**config.mk**
```make
export PLATFORM = sky130hd
export DESIGN_NAME = rsc_top
export DESIGN_NICKNAME = d
export VERILOG_FILES = /design/src/rtl/rsc_pkg.sv /design/src/rtl/rsc_top.sv
export VERILOG_INCLUDE_DIRS = /design/src /design/src/rtl
export SDC_FILE = /design/constraint.sdc
export NUM_CORES = 1
export LEC_CHECK = 0
export BUFFER_PORTS_ARGS = -buffer_cell sky130_fd_sc_hd__clkbuf_2
export CAP_MARGIN = 40
export CORE_ASPECT_RATIO = 0.8
export CORE_UTILIZATION = 50
export DETAILED_ROUTE_END_ITERATION = 8
export HOLD_SLACK_MARGIN = 0.15
export PLACE_DENSITY = 0.7
export RECOVER_POWER = 50
export SLEW_MARGIN = 0
export SYNTH_ARGS = -nofsm -noshare
export SYNTH_HDL_FRONTEND = slang
export SYNTH_SLANG_ARGS = --single-unit
```
**constraint.sdc**
```tcl
create_clock -name clk -period 4.3 [get_ports clk]
set_input_delay 0.86 -clock clk [delete_from_list [all_inputs] [get_ports clk]]
set_output_delay 0.86 -clock clk [all_outputs]
set_load 0.03 [all_outputs]
```
**src/rtl/rsc_regs.svh**
```systemverilog
/*
  Command codes, timing counts and field positions of the radio state controller.
  Assumes inclusion by the controller and by its bench, before any use of the names.
*/
`ifndef RSC_REGS_SVH
`define RSC_REGS_SVH
`define RSC_CMD_FULL_RESET 8'hC8
`define RSC_CMD_IDLE       8'hB2
`define RSC_CMD_PHY        8'hB3
`define RSC_CMD_RX         8'hB4
`define RSC_CMD_TX         8'hB5
`define RSC_CMD_CCA        8'hB6
`define RSC_CMD_MEAS       8'hB7
`define RSC_CMD_SLEEP      8'hB1
`define RSC_POR_CYC        16'h0040
`define RSC_WAKE_CYC       16'h0080
`define RSC_SYSCAL_CYC     16'h00C8
`define RSC_SCAL_CYC       16'h0028
`define RSC_CCA_CYC        16'h0080
`define RSC_BIT_LAST       3'h7
`endif

```
**src/rtl/rsc_pkg.sv**
```systemverilog
/*
  Types shared by the radio state controller and its bench.
  Assumes nothing beyond a SystemVerilog compiler.
*/
package rsc_pkg;
  typedef enum logic [3:0] {
    ST_OFF, ST_POR, ST_SLEEP, ST_WAKE, ST_IDLE, ST_SYSCAL, ST_PHY,
    ST_SCAL, ST_RX, ST_TX, ST_CCA, ST_MEAS
  } rsc_state_t;
  typedef struct packed {
    logic ldo;
    logic xosc;
    logic dig;
    logic synth;
    logic rx;
    logic tx;
  } rsc_pwr_t;
endpackage : rsc_pkg

```
**src/rtl/rsc_top.sv**
```systemverilog
/*
  Radio state controller: takes command bytes from the serial port and steps the
  radio through its power and calibration states.
  Assumes the serial pins are asynchronous to clk and the link clock is much slower.
*/
`timescale 1ns/1ns
`include "rsc_regs.svh"
module rsc_top (
  input  wire logic              clk,             // System clock, 100 MHz.
  input  wire logic              rstn,            // Asynchronous reset, active low.
  input  wire logic              cs_n,            // Serial chip select, active low.
  input  wire logic              sclk,            // Serial link clock.
  input  wire logic              mosi,            // Serial data in, MSB first.
  input  wire logic              pkt_mode,        // 1 packet mode, 0 streaming.
  input  wire logic              skip_synth_cal,  // Skip channel calibration.
  input  wire logic [7:0]        search_delay,    // Receive search delay, cycles.
  input  wire logic              rx_pkt_done,     // Packet received pulse.
  input  wire logic              tx_pkt_done,     // Packet sent pulse.
  output logic                   miso,            // Serial data out, ready flag.
  output logic                   miso_oe_n,       // Data out enable, active low.
  output rsc_pkg::rsc_pwr_t      pwr,             // Block power enables.
  output logic                   cfg_load,        // Load default config pulse.
  output logic                   cfg_access,      // Host may reach config space.
  output logic                   sys_cal,         // System calibration running.
  output logic                   synth_cal,       // Channel calibration running.
  output logic                   cca_run,         // Assessment running.
  output logic                   meas_run,        // Temperature measure running.
  output logic                   preamble_search, // Receiver searching.
  output logic [3:0]             state_code       // Current state.
);
  logic [2:0] cs_s_q;
  logic [2:0] sck_s_q;
  logic [1:0] mosi_s_q;
  logic       cs_lo;
  logic       cs_fall;
  logic       sck_rise;
  logic [7:0] shf_q;
  logic [2:0] bit_q;
  logic       cmd_vld_q;
  logic [7:0] cmd_q;
  logic [15:0] tmr_q;
  logic        tmr_done;
  logic        ld;
  logic [15:0] ld_val;
  logic [7:0]  rxd_q;
  logic        busy_w;
  logic        tmr_ld_q;
  rsc_pkg::rsc_state_t st_q;
  rsc_pkg::rsc_state_t st_d;
  rsc_pkg::rsc_state_t dst_q;
  rsc_pkg::rsc_state_t dst_d;
  rsc_pkg::rsc_state_t ret_q;
  rsc_pkg::rsc_state_t ret_d;

  // Pins pass two flops; the third stage only serves edge detection.
  always_ff @(posedge clk or negedge rstn) begin
    if (!rstn) begin
      cs_s_q   <= 3'h7;
      sck_s_q  <= 3'h0;
      mosi_s_q <= 2'h0;
    end else begin
      cs_s_q   <= {cs_s_q[1:0], cs_n};
      sck_s_q  <= {sck_s_q[1:0], sclk};
      mosi_s_q <= {mosi_s_q[0], mosi};
    end
  end

  assign cs_lo    = !cs_s_q[1];
  assign cs_fall  = cs_s_q[2] && !cs_s_q[1];
  assign sck_rise = !sck_s_q[2] && sck_s_q[1];

  // Command byte assembly, one byte per command.
  always_ff @(posedge clk or negedge rstn) begin
    if (!rstn) begin
      shf_q     <= 8'h00;
      bit_q     <= 3'h0;
      cmd_vld_q <= 1'b0;
      cmd_q     <= 8'h00;
    end else begin
      cmd_vld_q <= 1'b0;
      if (!cs_lo) begin
        bit_q <= 3'h0;
      end else if (sck_rise) begin
        shf_q <= {shf_q[6:0], mosi_s_q[1]};
        bit_q <= bit_q + 3'h1;
        if (bit_q == `RSC_BIT_LAST) begin
          cmd_q     <= {shf_q[6:0], mosi_s_q[1]};
          cmd_vld_q <= 1'b1;
        end
      end
    end
  end

  assign tmr_done = (tmr_q == 16'h0000);
  assign busy_w   = (st_q == rsc_pkg::ST_POR) || (st_q == rsc_pkg::ST_WAKE) ||
                    (st_q == rsc_pkg::ST_SYSCAL) || (st_q == rsc_pkg::ST_SCAL);

  // Next state: automatic steps first, then host commands.
  always_comb begin
    st_d   = st_q;
    dst_d  = dst_q;
    ret_d  = ret_q;
    ld     = 1'b0;
    ld_val = 16'h0000;
    case (st_q)
      rsc_pkg::ST_OFF: begin
        if (cs_fall) begin
          st_d   = rsc_pkg::ST_POR;
          ld     = 1'b1;
          ld_val = `RSC_POR_CYC;
        end
      end
      rsc_pkg::ST_POR: begin
        if (tmr_done) st_d = rsc_pkg::ST_IDLE;
      end
      rsc_pkg::ST_SLEEP: begin
        if (cs_fall) begin
          st_d   = rsc_pkg::ST_WAKE;
          ld     = 1'b1;
          ld_val = `RSC_WAKE_CYC;
        end
      end
      rsc_pkg::ST_WAKE: begin
        if (tmr_done) st_d = rsc_pkg::ST_IDLE;
      end
      rsc_pkg::ST_SYSCAL: begin
        if (tmr_done) st_d = rsc_pkg::ST_PHY;
      end
      rsc_pkg::ST_SCAL: begin
        if (tmr_done) st_d = dst_q;
      end
      rsc_pkg::ST_CCA: begin
        if (tmr_done) st_d = ret_q;
      end
      rsc_pkg::ST_RX: begin
        if (pkt_mode && rx_pkt_done) st_d = rsc_pkg::ST_PHY;
      end
      rsc_pkg::ST_TX: begin
        if (pkt_mode && tx_pkt_done) st_d = rsc_pkg::ST_PHY;
      end
      default: begin
      end
    endcase
    // Commands outside the listed transitions fall through unchanged.
    if (cmd_vld_q && !busy_w) begin
      case (cmd_q)
        `RSC_CMD_IDLE: begin
          if (st_q != rsc_pkg::ST_SLEEP && st_q != rsc_pkg::ST_OFF) begin
            st_d = rsc_pkg::ST_IDLE;
          end
        end
        `RSC_CMD_PHY: begin
          if (st_q == rsc_pkg::ST_IDLE) begin
            st_d   = rsc_pkg::ST_SYSCAL;
            ld     = 1'b1;
            ld_val = `RSC_SYSCAL_CYC;
          end else if (st_q == rsc_pkg::ST_RX || st_q == rsc_pkg::ST_TX ||
                       st_q == rsc_pkg::ST_CCA) begin
            st_d = rsc_pkg::ST_PHY;
          end
        end
        `RSC_CMD_RX: begin
          if (st_q == rsc_pkg::ST_PHY || st_q == rsc_pkg::ST_TX) begin
            dst_d = rsc_pkg::ST_RX;
            if (skip_synth_cal) begin
              st_d = rsc_pkg::ST_RX;
            end else begin
              st_d   = rsc_pkg::ST_SCAL;
              ld     = 1'b1;
              ld_val = `RSC_SCAL_CYC;
            end
          end else if (st_q == rsc_pkg::ST_CCA) begin
            st_d = rsc_pkg::ST_RX;
          end
        end
        `RSC_CMD_TX: begin
          if (st_q == rsc_pkg::ST_PHY || st_q == rsc_pkg::ST_RX) begin
            dst_d = rsc_pkg::ST_TX;
            if (skip_synth_cal) begin
              st_d = rsc_pkg::ST_TX;
            end else begin
              st_d   = rsc_pkg::ST_SCAL;
              ld     = 1'b1;
              ld_val = `RSC_SCAL_CYC;
            end
          end
        end
        `RSC_CMD_CCA: begin
          if (st_q == rsc_pkg::ST_PHY || st_q == rsc_pkg::ST_RX) begin
            st_d   = rsc_pkg::ST_CCA;
            ret_d  = st_q;
            ld     = 1'b1;
            ld_val = `RSC_CCA_CYC;
          end
        end
        `RSC_CMD_MEAS: begin
          if (st_q == rsc_pkg::ST_IDLE) st_d = rsc_pkg::ST_MEAS;
        end
        `RSC_CMD_SLEEP: begin
          if (st_q != rsc_pkg::ST_OFF && st_q != rsc_pkg::ST_MEAS) begin
            st_d = rsc_pkg::ST_SLEEP;
          end
        end
        default: begin
        end
      endcase
    end
    if (cmd_vld_q && cmd_q == `RSC_CMD_FULL_RESET) begin
      st_d = rsc_pkg::ST_OFF;
      ld   = 1'b0;
    end
  end

  always_ff @(posedge clk or negedge rstn) begin
    if (!rstn) begin
      st_q  <= rsc_pkg::ST_OFF;
      dst_q <= rsc_pkg::ST_RX;
      ret_q <= rsc_pkg::ST_PHY;
    end else begin
      st_q  <= st_d;
      dst_q <= dst_d;
      ret_q <= ret_d;
    end
  end

  // Shared timer for every timed transition.
  always_ff @(posedge clk or negedge rstn) begin
    if (!rstn) begin
      tmr_q    <= 16'h0000;
      tmr_ld_q <= 1'b0;
    end else begin
      tmr_ld_q <= ld;
      if (ld) begin
        tmr_q <= ld_val - 16'h0001;
      end else if (!tmr_done) begin
        tmr_q <= tmr_q - 16'h0001;
      end
    end
  end

  // Receive search delay restarts on every receive entry.
  always_ff @(posedge clk or negedge rstn) begin
    if (!rstn) begin
      rxd_q <= 8'h00;
    end else if (st_d == rsc_pkg::ST_RX && st_q != rsc_pkg::ST_RX) begin
      rxd_q <= search_delay;
    end else if (rxd_q != 8'h00) begin
      rxd_q <= rxd_q - 8'h01;
    end
  end

  // Registered outputs.
  always_ff @(posedge clk or negedge rstn) begin
    if (!rstn) begin
      pwr             <= '0;
      cfg_load        <= 1'b0;
      cfg_access      <= 1'b0;
      sys_cal         <= 1'b0;
      synth_cal       <= 1'b0;
      cca_run         <= 1'b0;
      meas_run        <= 1'b0;
      preamble_search <= 1'b0;
      state_code      <= 4'h0;
    end else begin
      pwr.ldo   <= (st_q != rsc_pkg::ST_OFF) && (st_q != rsc_pkg::ST_SLEEP);
      pwr.xosc  <= (st_q != rsc_pkg::ST_OFF) && (st_q != rsc_pkg::ST_SLEEP);
      pwr.dig   <= (st_q != rsc_pkg::ST_OFF) && (st_q != rsc_pkg::ST_SLEEP);
      pwr.synth <= (st_q == rsc_pkg::ST_SYSCAL) || (st_q == rsc_pkg::ST_PHY) ||
                   (st_q == rsc_pkg::ST_SCAL) || (st_q == rsc_pkg::ST_RX) ||
                   (st_q == rsc_pkg::ST_TX) || (st_q == rsc_pkg::ST_CCA);
      pwr.rx    <= (st_q == rsc_pkg::ST_RX) || (st_q == rsc_pkg::ST_CCA);
      pwr.tx    <= (st_q == rsc_pkg::ST_TX);
      cfg_load  <= (st_q == rsc_pkg::ST_POR) && tmr_done;
      cfg_access <= (st_q == rsc_pkg::ST_IDLE);
      sys_cal   <= (st_q == rsc_pkg::ST_SYSCAL);
      synth_cal <= (st_q == rsc_pkg::ST_SCAL);
      cca_run   <= (st_q == rsc_pkg::ST_CCA);
      meas_run  <= (st_q == rsc_pkg::ST_MEAS);
      preamble_search <= (st_q == rsc_pkg::ST_RX) && (rxd_q == 8'h00);
      state_code <= st_q;
    end
  end

  // Ready flag on data out: high at once unless off, in power-on reset, waking or sleeping.
  always_ff @(posedge clk or negedge rstn) begin
    if (!rstn) begin
      miso      <= 1'b0;
      miso_oe_n <= 1'b1;
    end else begin
      miso_oe_n <= !cs_lo;
      miso      <= cs_lo && (st_q != rsc_pkg::ST_OFF) && (st_q != rsc_pkg::ST_POR) &&
                   (st_q != rsc_pkg::ST_SLEEP) && (st_q != rsc_pkg::ST_WAKE);
    end
  end

  AST_FULL_RESET:
  assert property (@(posedge clk) disable iff (!rstn)
    cmd_vld_q && cmd_q == `RSC_CMD_FULL_RESET |=> st_q == rsc_pkg::ST_OFF ##1 !pwr.dig)
    else $error("full reset did not shut down");

  AST_POR_LOAD:
  assert property (@(posedge clk) disable iff (!rstn)
    st_q == rsc_pkg::ST_POR && tmr_done |=> cfg_load && st_q == rsc_pkg::ST_IDLE)
    else $error("defaults not loaded on entering idle");

  AST_IDLE_PWR:
  assert property (@(posedge clk) disable iff (!rstn)
    st_q == rsc_pkg::ST_IDLE |=> !pwr.rx && !pwr.tx && pwr.dig && cfg_access)
    else $error("idle power state wrong");

  AST_WAKE:
  assert property (@(posedge clk) disable iff (!rstn)
    st_q == rsc_pkg::ST_SLEEP && cs_fall && !cmd_vld_q
    |=> st_q == rsc_pkg::ST_WAKE ##[1:200] st_q == rsc_pkg::ST_IDLE)
    else $error("sleep wake did not reach idle");

  AST_PHY_SYSCAL:
  assert property (@(posedge clk) disable iff (!rstn)
    st_q == rsc_pkg::ST_IDLE && cmd_vld_q && cmd_q == `RSC_CMD_PHY
    |=> st_q == rsc_pkg::ST_SYSCAL ##1 sys_cal && pwr.synth && !pwr.rx)
    else $error("system calibration missing");

  AST_PHY_NOCAL:
  assert property (@(posedge clk) disable iff (!rstn)
    st_q == rsc_pkg::ST_RX && cmd_vld_q && cmd_q == `RSC_CMD_PHY
    |=> st_q == rsc_pkg::ST_PHY)
    else $error("ready from receive not direct");

  AST_CCA_RET:
  assert property (@(posedge clk) disable iff (!rstn)
    st_q == rsc_pkg::ST_CCA && tmr_done && !cmd_vld_q |=> st_q == $past(ret_q))
    else $error("assessment did not return");

  AST_CCA_FROM_IDLE:
  assert property (@(posedge clk) disable iff (!rstn)
    st_q == rsc_pkg::ST_IDLE && cmd_vld_q && cmd_q == `RSC_CMD_CCA |=> $stable(st_q))
    else $error("assessment taken from idle");

  AST_BUSY_HOLD:
  assert property (@(posedge clk) disable iff (!rstn)
    busy_w && !tmr_done && !tmr_ld_q && cmd_vld_q && cmd_q != `RSC_CMD_FULL_RESET
    |=> st_q == $past(st_q))
    else $error("command taken during transition");

  AST_MEAS_HOLD:
  assert property (@(posedge clk) disable iff (!rstn)
    st_q == rsc_pkg::ST_MEAS && cmd_vld_q && cmd_q == `RSC_CMD_RX |=> st_q == rsc_pkg::ST_MEAS)
    else $error("measure left by other command");

  AST_RX_PKT:
  assert property (@(posedge clk) disable iff (!rstn)
    st_q == rsc_pkg::ST_RX && pkt_mode && rx_pkt_done && !cmd_vld_q
    |=> st_q == rsc_pkg::ST_PHY)
    else $error("packet mode did not return to ready");

  AST_READY_FLAG:
  assert property (@(posedge clk) disable iff (!rstn)
    cs_fall && st_q == rsc_pkg::ST_IDLE |=> miso && !miso_oe_n)
    else $error("ready flag late");

endmodule : rsc_top

```
## Word-level counts from Yosys, hierarchy flattened

Cells that the tools add are included.

| cells by class | value |
|---|---|
| bitwise operators | 1 |
| div/mod/pow operators | 0 |
| reduce and logical (&&, ||, !) cells | 45 |
| shift-type cells | 0 |
| $lt $le $gt $ge | 0 |
| mux-type cells | 55 |
| $mul | 0 |
| $add $sub $neg | 4 |
| equality and inequality tests | 29 |

Operator list:

| operator | number |
|---|---|
| $mux W16 | 8 |
| $mux W4 | 23 |
| $eq A8 B8 Y1 const B | 8 |
| $pmux W16 S4 | 1 |
| $pmux W4 S8 | 1 |
| $sub A16 B1 Y16 const B | 2 |
| $pmux W4 S7 | 1 |
| $mux W8 | 3 |
| $eq A4 B4 Y1 const B | 5 |
| $eq A4 B3 Y1 const B | 4 |
| $logic_not A16 Y1 | 1 |
| $pmux W8 S2 | 1 |
| $logic_and A1 B1 Y1 | 15 |
| $logic_or A1 B1 Y1 | 13 |
| $mux W1 | 12 |
| $eq A4 B2 Y1 const B | 2 |
| $logic_not A8 Y1 | 1 |
| $ne A4 B2 Y1 const B | 2 |
| $ne A4 B4 Y1 const B | 2 |
| $pmux W4 S2 | 1 |
| $reduce_bool A8 Y1 | 1 |
| $sub A8 B1 Y8 const B | 1 |
| $mux W7 | 1 |
| $mux W3 | 2 |
| 16 further kinds | 23 |

| storage, ports and cells | value |
|---|---|
| bits in writable memories | 0 |
| bits in registers | 80 |
| memory bits (read-only) | 0 |
| input bits | 17 |
| word-level logic and storage cells | 160 |
| memories | 0 |
| bits in latches | 0 |
| output and inout bits | 19 |

## Depth between registers and ports, before layout

Gate-level depths: netlist of run 1.

| logic depth | value |
|---|---|
| depth after elaboration | 12 |
| mapped depth | 15 |
| depth with buffers taken out | 12 |

## Worst setup path before layout of run 1

No wires, ideal clock.

| timing path | value |
|---|---|
| kind | reg-to-reg |
| from | register cmd_q[3] |
| to | register tmr_q[12] |
| stages on the path, launching flop included | 15 |
| path slack | 0.735 ns |
| clock period less this slack | 3.565 ns |
| library setup time | 0.142 ns |
| required time | 4.158 ns |
| buffers on the path | 3 |
| arrival time | 3.423 ns |
| cell sequence | dfrtp_1 > and4bb_1 > or3b_1 > clkbuf_1 > or4_1 > clkbuf_1 > a21o_1 > clkbuf_1 > nand2_1 > ha_1 > nand4_1 > mux2i_1 > a31oi_1 > o311ai_0 > o41ai_1 |

| between the ends | value |
|---|---|
| longest elaborated chain between the ends | 5 |
| elaborated cells on any way between the ends | 14 |
| those cells by class | add/sub (1); eq/ne (6); mux (6); reduce/logical (1) |

RTL lines:

| element | line | text |
|---|---|---|
| from (decl) | rsc_top.sv:40 | `logic [7:0] cmd_q;` |
| from (signal assigned) | rsc_top.sv:87 | `cmd_q <= {shf_q[6:0], mosi_s_q[1]};` |
| $eq A8 B8 Y1 | rsc_top.sv:146 | `case (cmd_q)` |
| $pmux W16 S4 or $pmux W1 S4 (tied branches) | rsc_top.sv:146 |  |
| $mux W16 or $mux W1 (tied branches) | rsc_top.sv:145 | `if (cmd_vld_q && !busy_w) begin` |
| $sub A16 B1 Y16 or $mux W1 (tied branches) | rsc_top.sv:234, rsc_top.sv:208 |  |
| $mux W16 or $ne A2 B1 Y1 (tied branches) | - |  |
| to (signal assigned) | rsc_top.sv:234 | `tmr_q <= ld_val - 16'h0001;` |
| to (signal assigned) | rsc_top.sv:236 | `tmr_q <= tmr_q - 16'h0001;` |
| to (decl) | rsc_top.sv:41 | `logic [15:0] tmr_q;` |

Parallel ways exist; a longest one is shown, timed or not.
A chain may end at the register's enable or synchronous reset.

## Final worst setup path of run 1

| timing path | value |
|---|---|
| from | register st_q[3] |
| to | register tmr_q[12] |

| between the ends | value |
|---|---|
| longest elaborated chain between the ends | 9 |
| elaborated cells on any way between the ends | 38 |
| those cells by class | add/sub (1); eq/ne (10); mux (18); reduce/logical (9) |

RTL lines:

| element | line | text |
|---|---|---|
| from (decl) | rsc_top.sv:48 | `rsc_pkg::rsc_state_t st_q;` |
| from (signal assigned) | rsc_top.sv:216 | `st_q <= rsc_pkg::ST_OFF;` |
| from (signal assigned) | rsc_top.sv:220 | `st_q <= st_d;` |
| branches (longest 9 deep; another with $sub A16 B1 Y16) | - |  |

Parallel ways; which one is timed is not known.

==> metrics.md, run 1 <==
| Metric | Value |
|---|---|
| Status | `finished, violations left` |
| Failing checks | `max-capacitance violations, max-slew violations` |
| Die width | `105 µm` |
| Setup tns final | `0 ns` |
| Largest net degree at the start of global routing | `46` |
| Layout Nets | `483` |
| Net Count, Synth | `453` |
| Async S/R FF share, synth | `100%` |
| Clk buf depth | `2` |
| Reg clk slew, reported paths | `0.08 ns` |
| Post-route ant nets | `0` |
| Rows | `29` |
| Initial antenna violation count | `0` |
| Initial Utilization | `52.5%` |
| Final min period | `3.99 ns` |
| Nature of the critical path endpoint | `flop` |
| Port Buffers | `35` |
| CTS Buf Count | `9` |
| Gr usage total | `24.8%` |
| Boundary Pins | `36` |
| Worst-Skew Late Latency | `0.37 ns` |
| Drt wl/cell | `17.7 µm` |
| Total Wirelength | `10.2 mm` |
| Main synth FF type | `dfrtp_1` |
| Fraction of layout cells with a size suffix above 1 | `21.6%` |
| Root Driver | `clkbuf_8` |
| H-Tree Depth | `3` |
| Hold/Removal Path Class | `flop to flop` |
| CP max FO | `19` |
| DIE AREA | `8870 µm²` |
| GR Overflow Total | `0` |
| Synthesized area | `4250 µm²` |
| Initial drt markers | `303` |
| Unrepaired setup endpoints after global routing | `false` |
| DIE HEIGHT | `84.4 µm` |
| Leak pwr | `2.03 nW` |
| Core area | `8090 µm²` |
| Setup CP Type | `flop to flop` |
| Drt via density | `6.11` |
| Mapped Cells | `432` |
| Pre-CTS WS | `0.411 ns` |
| Slew @ Worst Pin | `1.92 ns` |
| Reg2Reg Depth | `11` |
| Fin worst setup slack | `0.309 ns` |
| Max-slew violation count | `79` |
| DR vias | `3516` |
| WP data required | `4.53 ns` |
| Detailed Routing Iterations Pass 1 | `5` |
| Final Hold Viols | `0` |
| Peak VDD IR | `0.000221 V` |
| Tot Pwr | `1.35 mW` |
| Dpl hpwl | `7.49 mm` |
| Fin Clk Skew | `0.0138 ns` |
| Reg-to-Reg End | `tmr_q[12]$_DFFE_PN0P_` |
| Mean Syn Cell Area | `9.83 µm²` |
| Warning count from the yosys run | `0` |
| Fin crit share | `92.8%` |
| Layout area overhead | `11.1%` |
| Clock net sink count | `76` |
| Netlist cell types | `62` |
| Setup Buffers After CTS | `0` |
| Power Density | `285 nW/µm²` |
| GPL Wtd Cong | `0.942` |
| RR Startpoint | `st_q[3]$_DFF_PN0_` |
| Crit. Startpoint | `st_q[3]$_DFF_PN0_` |
| Setup crit end | `tmr_q[12]$_DFFE_PN0P_` |
| CP arrival | `4.22 ns` |
| Slew headroom | `-28.5%` |
| CP Launch Type | `flop` |
| Flop2flop setup slack | `0.31 ns` |
| Post-synth EDFFs | `0` |
| N_diodes | `0` |
| Sequential area share after synthesis | `44.9%` |
| Drt drc | `0` |
| Fillers | `713` |
| Commonest non-fill, non-tap cell in the layout | `dfrtp_1` |
| Vias in the first global route | `3301` |
| Most frequent cells in the layout | `dfrtp_1, nor2_1, clkbuf_2, nand2_1` |
| Yosys reg bits | `76` |
| CTS tree | `yes` |
| Setup Viol. Count Final | `0` |
| Peak Freq | `0.251 GHz` |
| Max Cap Violations | `2` |
| First-pass GRT wire length | `17.0 mm` |
==> power breakdown <==
| group | total [mW] | switching, mW | leakage [nW] | internal, mW |
|---|---|---|---|---|
| combinational | 0.0605 | 0.0302 | 1.02 | 0.0303 |
| sequential | 0.770 | 0.0223 | 0.925 | 0.748 |
| clock | 0.515 | 0.259 | 0.0917 | 0.256 |
==> final cells by class <==
class	count	area (µm²)	share of cell area, %
clock inverter	3	20.0	0.424
tap	108	135	2.86
inverter	6	22.5	0.477
clock buffer	13	169	3.58
multi-input combinational	322	2200	46.7
timing repair buffer	47	263	5.57
sequential	76	1910	40.4
==> critical path, cell delays in order, from the launching register on <==
cell      delay (ns)
dfrtp_1         0.58
nor2b_1         0.18
or3b_1          0.55
or4_1           0.66
a21o_1          0.42
nand2_1         0.16
ha_1            0.30
nand4_1         0.17
mux2i_1         0.15
a31oi_1         0.15
o311ai_0        0.40
o41ai_1         0.13
==> cells in the mapped netlist (5+ instances only) <==
cell type,n,share of area (%)
dfrtp_1,71,42
nor2_1,38,3.4
nand2_1,29,2.6
clkbuf_1,21,1.9
a21oi_1,20,2.4
mux2_2,20,5.3
nor3_1,16,1.9
o21ai_0,15,1.8
nand2b_1,14,2.1
nand3_1,13,1.5
or3_1,11,1.6
nor2b_1,9,1.3
o31ai_1,9,1.6
mux2i_1,8,1.9
nor4_1,8,1.2
a31oi_1,7,1.0
mux2_4,7,2.5
o211ai_1,7,1.2
or4_1,7,1.2
xor2_1,7,1.4
inv_1,6,0.53
nand4_1,6,0.88
dfstp_2,5,3.1
==> repair_timing <==
action | in CTS | in global routing
hold buffers | 0 | 0
gates resized for setup | 0 | 2
endpoints found under the setup margin | 0 | 4
==> through the flow <==
stage	hold slack, ns	utilization [%]	std cells	cell area (µm²)
after global routing	0.362	58.3	575	4720
after CTS	0.354	58.3	574	4720
after floorplan	0.331	-	432	4250
after detailed placement	0.341	56.0	558	4530
final	0.353	58.3	575	4720
after global placement	0.334	55.7	557	4510
==> metal layers <==
metal | track usage (%) | vias to the layer above | part of all wire (%)
li1 | - | 1657 | -
met1 | 35.9 | 1690 | 48
met2 | 35.6 | 144 | 43
met3 | 6.29 | 25 | 6.4
met4 | 10.1 | 0 | 2.5
met5 | 0 | - | 0
==> flip-flops by register name, summed over array words and instances, names as in the netlist, 2 cells and up <==
name and cells:
sck_s_q 3, mosi_s_q 2, bit_q 3, ret_q 4, tmr_q 16, rxd_q 8
pwr 4, state_code 4, shf_q 7, st_q 4, cs_s_q 3, cmd_q 8
==> kinds of logic (layout without fill, tap and decap cells) <==
| logic type | Yosys count | in the layout | share of synthesized area (%) |
|---|---|---|---|
| AO/OA/AOI/OAI | 91 | 91 | 14.7 |
| flip-flops | 76 | 76 | 44.9 |
| AND/OR/NAND/NOR | 181 | 181 | 23.8 |
| multiplexers | 35 | 35 | 9.66 |
| XOR/XNOR | 11 | 11 | 2.27 |
| adder cells (fa/ha/maj) | 4 | 4 | 1.18 |
| buffers and inverters | 34 | 69 | 3.48 |
==> how the worst min path moves through the flow <==
stage | start | to | slack (ns) | cells after the start
global route | sck_s_q[0]$_DFF_PN0_ | sck_s_q[1]$_DFF_PN0_ | 0.36 | 0
detailed placement | sck_s_q[0]$_DFF_PN0_ | sck_s_q[1]$_DFF_PN0_ | 0.34 | 0
global placement | sck_s_q[0]$_DFF_PN0_ | sck_s_q[1]$_DFF_PN0_ | 0.33 | 0
finish | sck_s_q[0]$_DFF_PN0_ | sck_s_q[1]$_DFF_PN0_ | 0.35 | 0
floorplan | mosi_s_q[0]$_DFF_PN0_ | mosi_s_q[1]$_DFF_PN0_ | 0.33 | 0
CTS | cs_s_q[0]$_DFF_PN1_ | cs_s_q[1]$_DFF_PN1_ | 0.35 | 0
(Power assumes the default switching activity.)
==> inputs of run 2 (changes only) <==
Settings changed: CORE_UTILIZATION 50 to 60, PLACE_DENSITY 0.7 to 0.81.
Clock period 4.3 ns to 4 ns, I/O delays scaled along.
==> metrics.md, run 2 (synthesis gave the netlist of run 1 again) <==
| Metric | Value |
|---|---|
| Largest net degree at the start of global routing | `45 (was 46)` |
| Root Driver | `clkbuf_8 (unchanged)` |
| Flop2flop setup slack | `0.31 ns (about the same)` |
| DIE AREA | `7420 µm² (was 8870 µm²)` |
| Commonest non-fill, non-tap cell in the layout | `dfrtp_1 (unchanged)` |
| H-Tree Depth | `3 (unchanged)` |
| CTS Buf Count | `9 (unchanged)` |
| Nature of the critical path endpoint | `flop (unchanged)` |
| Routed wl met2 | `4.41 mm (was 4.43 mm)` |
| Die width | `96.1 µm (was 105 µm)` |
| Vias in the first global route | `3284 (was 3301)` |
| First-pass GRT wire length | `16.7 mm (was 17.0 mm)` |
| N_diodes | `0 (unchanged)` |
| Fin crit share | `92.3% (was 92.8%)` |
| Power Density | `309 nW/µm² (was 285 nW/µm²)` |
| Post-cts resize count | `0 (unchanged)` |
| Setup Viol. Count Final | `0 (unchanged)` |
| Delay-heaviest family, CP | `simple AND/OR/NAND/NOR gates (unchanged)` |
| Critical path's largest stage delay | `0.65 ns (was 0.66 ns)` |
| Detailed Routing Iterations Pass 1 | `5 (unchanged)` |
| Hold_buf cts | `0 (unchanged)` |
| GPL Wtd Cong | `0.941 (was 0.942)` |
| Failing checks | `max-capacitance violations, max-slew violations (unchanged)` |
| Hold endpoint | `sck_s_q[1]$_DFF_PN0_ (unchanged)` |
| Setup Buffers After CTS | `0 (unchanged)` |
| Slew @ Worst Pin | `1.69 ns (was 1.92 ns)` |
| Layout area overhead | `11.3% (was 11.1%)` |
| Peak VDD IR | `0.000237 V (was 0.000221 V)` |
| DIE HEIGHT | `77.3 µm (was 84.4 µm)` |
| Drt drc | `0 (unchanged)` |
| Reg2Reg Depth | `11 (unchanged)` |
| Boundary Pins | `36 (unchanged)` |
| Gr usage total | `29.8% (was 24.8%)` |
| Biggest regs | `tmr_q x16, cmd_q x8, rxd_q x8 (unchanged)` |
| Layout Nets | `490 (was 483)` |
| DR vias | `3567 (was 3516)` |
| Clk buf depth | `2 (unchanged)` |
| Reg clk slew, reported paths | `0.09 ns (was 0.08 ns)` |
| DR top layer | `met4 (unchanged)` |
| Hold Crit Start | `sck_s_q[0]$_DFF_PN0_ (unchanged)` |
| Met1 WL | `4.82 mm (was 4.85 mm)` |
| Hold/Removal Path Class | `flop to flop (unchanged)` |
| Final min period | `3.69 ns (was 3.99 ns)` |
| Buf/Inv on CP | `0 (unchanged)` |
| Final instance area | `4730 µm² (was 4720 µm²)` |
| Worst-Skew Late Latency | `0.36 ns (was 0.37 ns)` |
| Slew headroom | `-12.6% (was -28.5%)` |
| Initial Utilization | `61.9% (was 52.5%)` |
| Status | `finished, violations left (unchanged)` |
| Core area | `6860 µm² (was 8090 µm²)` |
| Total Wirelength | `10.2 mm (about the same)` |
| Setup tns final | `0 ns (unchanged)` |
| Unrepaired setup endpoints after global routing | `false (unchanged)` |
| CP max FO | `9 (was 19)` |
| Multi-input gate area | `2190 µm² (was 2200 µm²)` |
| Max-slew violation count | `34 (was 79)` |
| Initial antenna violation count | `0 (unchanged)` |
| Reg area | `1910 µm² (unchanged)` |
| GR Overflow Total | `0 (unchanged)` |
| Largest Register | `tmr_q (unchanged)` |
| Drt wl/cell | `18.1 µm (was 17.7 µm)` |
| Top cell by count, worst path | `mux2i_1` |
| Placed cell areas | `4560 µm² (was 4530 µm²)` |
| Worst path slowest cell | `or4_1 (unchanged)` |
| Fin worst setup slack | `0.310 ns (was 0.309 ns)` |
| CP arrival | `3.97 ns (was 4.22 ns)` |
| WP data required | `4.28 ns (was 4.53 ns)` |
| Max Cap Violations | `1 (was 2)` |
| Fraction of layout cells with a size suffix above 1 | `22.8% (was 21.6%)` |
| Port Buffers | `35 (unchanged)` |
| Clock net sink count | `76 (unchanged)` |
| Final Hold Viols | `0 (unchanged)` |
| Fin Clk Skew | `0.00795 ns (was 0.0138 ns)` |
| Crit. Startpoint | `cmd_q[3]$_DFFE_PN0P_ (was st_q[3]$_DFF_PN0_)` |
| CP Launch Type | `flop (unchanged)` |
| Leak pwr | `2.06 nW (was 2.03 nW)` |
| Hold path depth | `0 (unchanged)` |
| Post-route ant nets | `0 (unchanged)` |
| Critical-path cell list | `and4bb_1, or3b_1, or4_1, a21o_1, nand2_1, ha_1, nand4_1, mux2i_1, a31oi_1, nor4_1, mux2i_1 (was nor2b_1, or3b_1, or4_1, a21o_1, nand2_1, ha_1, nand4_1, mux2i_1, a31oi_1, o311ai_0, o41ai_1)` |
| RR Startpoint | `cmd_q[3]$_DFFE_PN0P_ (was st_q[3]$_DFF_PN0_)` |
| Peak Freq | `0.271 GHz (was 0.251 GHz)` |
| Most frequent cells in the layout | `dfrtp_1, nor2_1, clkbuf_2, nand2_1 (unchanged)` |
| Max reg flops | `16 (unchanged)` |
| Setup CP Type | `flop to flop (unchanged)` |
| Dpl hpwl | `7.54 mm (was 7.49 mm)` |
| Met3 routed WL | `798 µm (was 655 µm)` |
| Reg-to-Reg End | `tmr_q[14]$_DFFE_PN0P_ (was tmr_q[12]$_DFFE_PN0P_)` |
| Fillers | `558 (was 713)` |
| Tot Pwr | `1.46 mW (was 1.35 mW)` |
| CTS tree | `yes (unchanged)` |
| Drt via density | `6.36 (was 6.11)` |
| Rows | `27 (was 29)` |
| Initial drt markers | `360 (was 303)` |
| Pre-CTS WS | `0.360 ns (was 0.411 ns)` |
[run 2: metrics by stage]
stage                     hold slack [ns]  utilization [%]  instances
final                               0.356             69.0        561
after global routing                0.372             69.0        561
after CTS                           0.360             69.2        560
after detailed placement            0.338             66.4        544
after global placement              0.334             66.2        543
after floorplan                     0.331                -        432
[run 2: how the worst max path moves through the flow]
stage	end	cells past startpoint
floorplan	tmr_q[12]$_DFFE_PN0P_	14
global placement	rxd_q[0]$_DFFE_PN0P_	11
detailed placement	tmr_q[12]$_DFFE_PN0P_	11
CTS	tmr_q[14]$_DFFE_PN0P_	11
global route	tmr_q[14]$_DFFE_PN0P_	11
finish	tmr_q[14]$_DFFE_PN0P_	11
[run 2: where the power goes]
part           switching (mW)  total, mW  internal [mW]
logic                  0.0331     0.0652         0.0321
registers              0.0249      0.828          0.803
clock network           0.325      0.567          0.242
[run 2: area by class of cell]
| class | instances | share of cell area (%) |
|---|---|---|
| clock buffer | 9 | 2.62 |
| inverter | 6 | 0.476 |
| timing repair buffer | 54 | 6.51 |
| multi-input combinational | 322 | 46.3 |
| clock inverter | 7 | 1.40 |
| tap | 87 | 2.30 |
| sequential | 76 | 40.3 |
[run 2: metal layers]
layer,track usage (%),up-vias
li1,-,1669
met2,42.7,170
met3,6.94,17
met4,7.16,0
met5,0,-
met1,45.1,1711
==> inputs of run 3 (changes only) <==
--- a/config.mk
+++ b/config.mk
@@ -11,6 +11,6 @@
 export CORE_ASPECT_RATIO = 0.8
-export CORE_UTILIZATION = 60
+export CORE_UTILIZATION = 64
 export DETAILED_ROUTE_END_ITERATION = 8
 export HOLD_SLACK_MARGIN = 0.15
-export PLACE_DENSITY = 0.81
+export PLACE_DENSITY = 0.86
 export RECOVER_POWER = 50
==> constraint.sdc (replaced) <==
create_clock -name clk -period 4.6 [get_ports clk]
set_input_delay 0.46 -clock clk [delete_from_list [all_inputs] [get_ports clk]]
set_output_delay 0.46 -clock clk [all_outputs]
set_load 0.03 [all_outputs]
==> metrics.md, run 3 (synthesis gave the netlist of run 1 again) <==
| Metric | Value |
|---|---|
| Crit. Startpoint | `st_q[0]$_DFF_PN0_ (was cmd_q[3]$_DFFE_PN0P_)` |
| Vias in the first global route | `3330 (was 3284)` |
| Initial Utilization | `66.3% (was 61.9%)` |
| Peak VDD IR | `0.000264 V (was 0.000237 V)` |
| Fraction of layout cells with a size suffix above 1 | `20.6% (was 22.8%)` |
| Fin crit share | `89.6% (was 92.3%)` |
| Root Driver | `clkbuf_8 (unchanged)` |
| Fillers | `496 (was 558)` |
| Max-slew violation count | `79 (was 34)` |
| Slew @ Worst Pin | `2.03 ns (was 1.69 ns)` |
| WP data required | `4.81 ns (was 4.28 ns)` |
| DR vias | `3660 (was 3567)` |
| Dpl hpwl | `7.60 mm (was 7.54 mm)` |
| CP Launch Type | `flop (unchanged)` |
| Largest Register | `tmr_q (unchanged)` |
| Max Cap Violations | `2 (was 1)` |
| Status | `finished, violations left (unchanged)` |
| Max reg flops | `16 (unchanged)` |
| H-Tree Depth | `3 (unchanged)` |
| Layout Nets | `482 (was 490)` |
| Power Density | `280 nW/µm² (was 309 nW/µm²)` |
| Setup tns final | `0 ns (unchanged)` |
| Layout area overhead | `10.4% (was 11.3%)` |
| CTS tree | `yes (unchanged)` |
| Slew headroom | `-35.4% (was -12.6%)` |
| Clock net sink count | `76 (unchanged)` |
| Final Hold Viols | `0 (unchanged)` |
| Drt via density | `6.65 (was 6.36)` |
| CP max FO | `29 (was 9)` |
| Leak pwr | `2.03 nW (was 2.06 nW)` |
| Commonest non-fill, non-tap cell in the layout | `dfrtp_1 (unchanged)` |
| Worst-Skew Late Latency | `0.36 ns (about the same)` |
| Biggest regs | `tmr_q x16, cmd_q x8, rxd_q x8 (unchanged)` |
| Failing checks | `max-capacitance violations, max-slew violations (unchanged)` |
| Boundary Pins | `36 (unchanged)` |
| Clk buf depth | `2 (unchanged)` |
| Flop2flop setup slack | `0.48 ns (was 0.31 ns)` |
| Peak Freq | `0.243 GHz (was 0.271 GHz)` |
| DIE HEIGHT | `74.9 µm (was 77.3 µm)` |
| Total Wirelength | `10.5 mm (was 10.2 mm)` |
| Core area | `6410 µm² (was 6860 µm²)` |
| Initial antenna violation count | `0 (unchanged)` |
| Drt wl/cell | `19.1 µm (was 18.1 µm)` |
| Reg clk slew, reported paths | `0.08 ns (was 0.09 ns)` |
| Initial drt markers | `379 (was 360)` |
| DIE AREA | `6970 µm² (was 7420 µm²)` |
| Port Buffers | `35 (unchanged)` |
| RR Startpoint | `st_q[0]$_DFF_PN0_ (was cmd_q[3]$_DFFE_PN0P_)` |
| Hold_buf cts | `1 (was 0)` |
| Setup Viol. Count Final | `0 (unchanged)` |
| GR Overflow Total | `0 (unchanged)` |
| Nature of the critical path endpoint | `flop (unchanged)` |
| First-pass GRT wire length | `16.6 mm (was 16.7 mm)` |
| Fin Clk Skew | `0.0116 ns (was 0.00795 ns)` |
| Rows | `26 (was 27)` |
| Detailed Routing Iterations Pass 1 | `6 (was 5)` |
| Gr usage total | `31.6% (was 29.8%)` |
| Drt drc | `0 (unchanged)` |
| Hold Crit Start | `cs_n (was sck_s_q[0]$_DFF_PN0_)` |
| GPL Wtd Cong | `0.990 (was 0.941)` |
| Largest net degree at the start of global routing | `48 (was 45)` |
| Core utilization of the finished layout | `73.2% (was 69.0%)` |
| Cells after DPL | `533 (was 544)` |
| Die width | `93.1 µm (was 96.1 µm)` |
| Setup Buffers After CTS | `0 (unchanged)` |
| Setup CP Type | `flop to flop (unchanged)` |
| Most frequent cells in the layout | `dfrtp_1, nor2_1, clkbuf_2, nand2_1 (unchanged)` |
| Post-cts resize count | `0 (unchanged)` |
| N_diodes | `0 (unchanged)` |
| Post-route ant nets | `0 (unchanged)` |
| Hold/Removal Path Class | `input pin to flop (was flop to flop)` |
| Final min period | `4.12 ns (was 3.69 ns)` |
| CTS Buf Count | `9 (unchanged)` |
| Finished Layout Cells | `550 (was 561)` |
| Unrepaired setup endpoints after global routing | `false (unchanged)` |
| CP arrival | `4.33 ns (was 3.97 ns)` |
[run 3: changes by cell type in the layout (fill, tap and decap cells not counted), sizes merged]
cell	before	now
inv	11	7
dlymetal6s4s	0	1
clkbuf	47	48
clkinvlp	0	2
dlygate4sd3	0	1
buf	16	6
bufinv	0	1
[run 3: area by class of cell]
type / instances / area [µm²] / area share, %
clock buffers: 10 / 138 / 2.93
clock inverters: 6 / 71.3 / 1.52
inverters: 6 / 22.5 / 0.480
multi-input cells: 322 / 2190 / 46.7
flip-flops and latches: 76 / 1910 / 40.7
well taps: 84 / 105 / 2.24
repair buffers: 46 / 253 / 5.39
[run 3: stage by stage]
step | setup slack, ns | instance area (µm²) | hold WS, ns | total power [mW]
floorplan | 1.03 | 4250 | 0.164 | 0.757
global placement | 0.903 | 4470 | 0.334 | 0.785
detailed placement | 0.631 | 4500 | 0.340 | 0.796
CTS | 0.635 | 4720 | 0.167 | 1.33
global route | 0.0896 | 4690 | 0.164 | 1.36
finish | 0.479 | 4690 | 0.175 | 1.31
[run 3: final timing paths]
path                                                 to  cells past startpoint
worst max register to register    tmr_q[12]$_DFFE_PN0P_                     12
worst max-delay path              tmr_q[12]$_DFFE_PN0P_                     12
worst min-delay path                cs_s_q[0]$_DFF_PN1_                      1
min in group asynchronous       state_code[0]$_DFF_PN0_                      2
worst min register to register    mosi_s_q[1]$_DFF_PN0_                      0
max in group asynchronous          ret_q[0]$_DFFE_PN0P_                      3
[run 3: layer usage]
metal,share of wire (%),up-vias,global-route usage (%)
li1,-,1659,-
met1,43,1722,43.8
met2,44,238,48.5
met3,11,41,8.08
met4,2.5,0,11.8
met5,0,-,0
[run 3: power breakdown]
part	internal, mW	leakage (nW)	total [mW]	switching (mW)
logic	0.0289	1.00	0.0581	0.0292
registers	0.699	0.925	0.720	0.0212
clock network	0.269	0.0991	0.534	0.265
[run 3: worst max-delay path, cell delays in order, from the launching register on]
cell and delay (ns):
dfrtp_1 0.34, clkbuf_1 0.88, xor2_1 0.21, a21oi_1 0.11, or4_1 0.60, a21o_1 0.42, nand2_1 0.16, ha_1 0.29
nand4_1 0.14, mux2i_1 0.16, a31oi_1 0.15, o311ai_0 0.39, o41ai_1 0.13
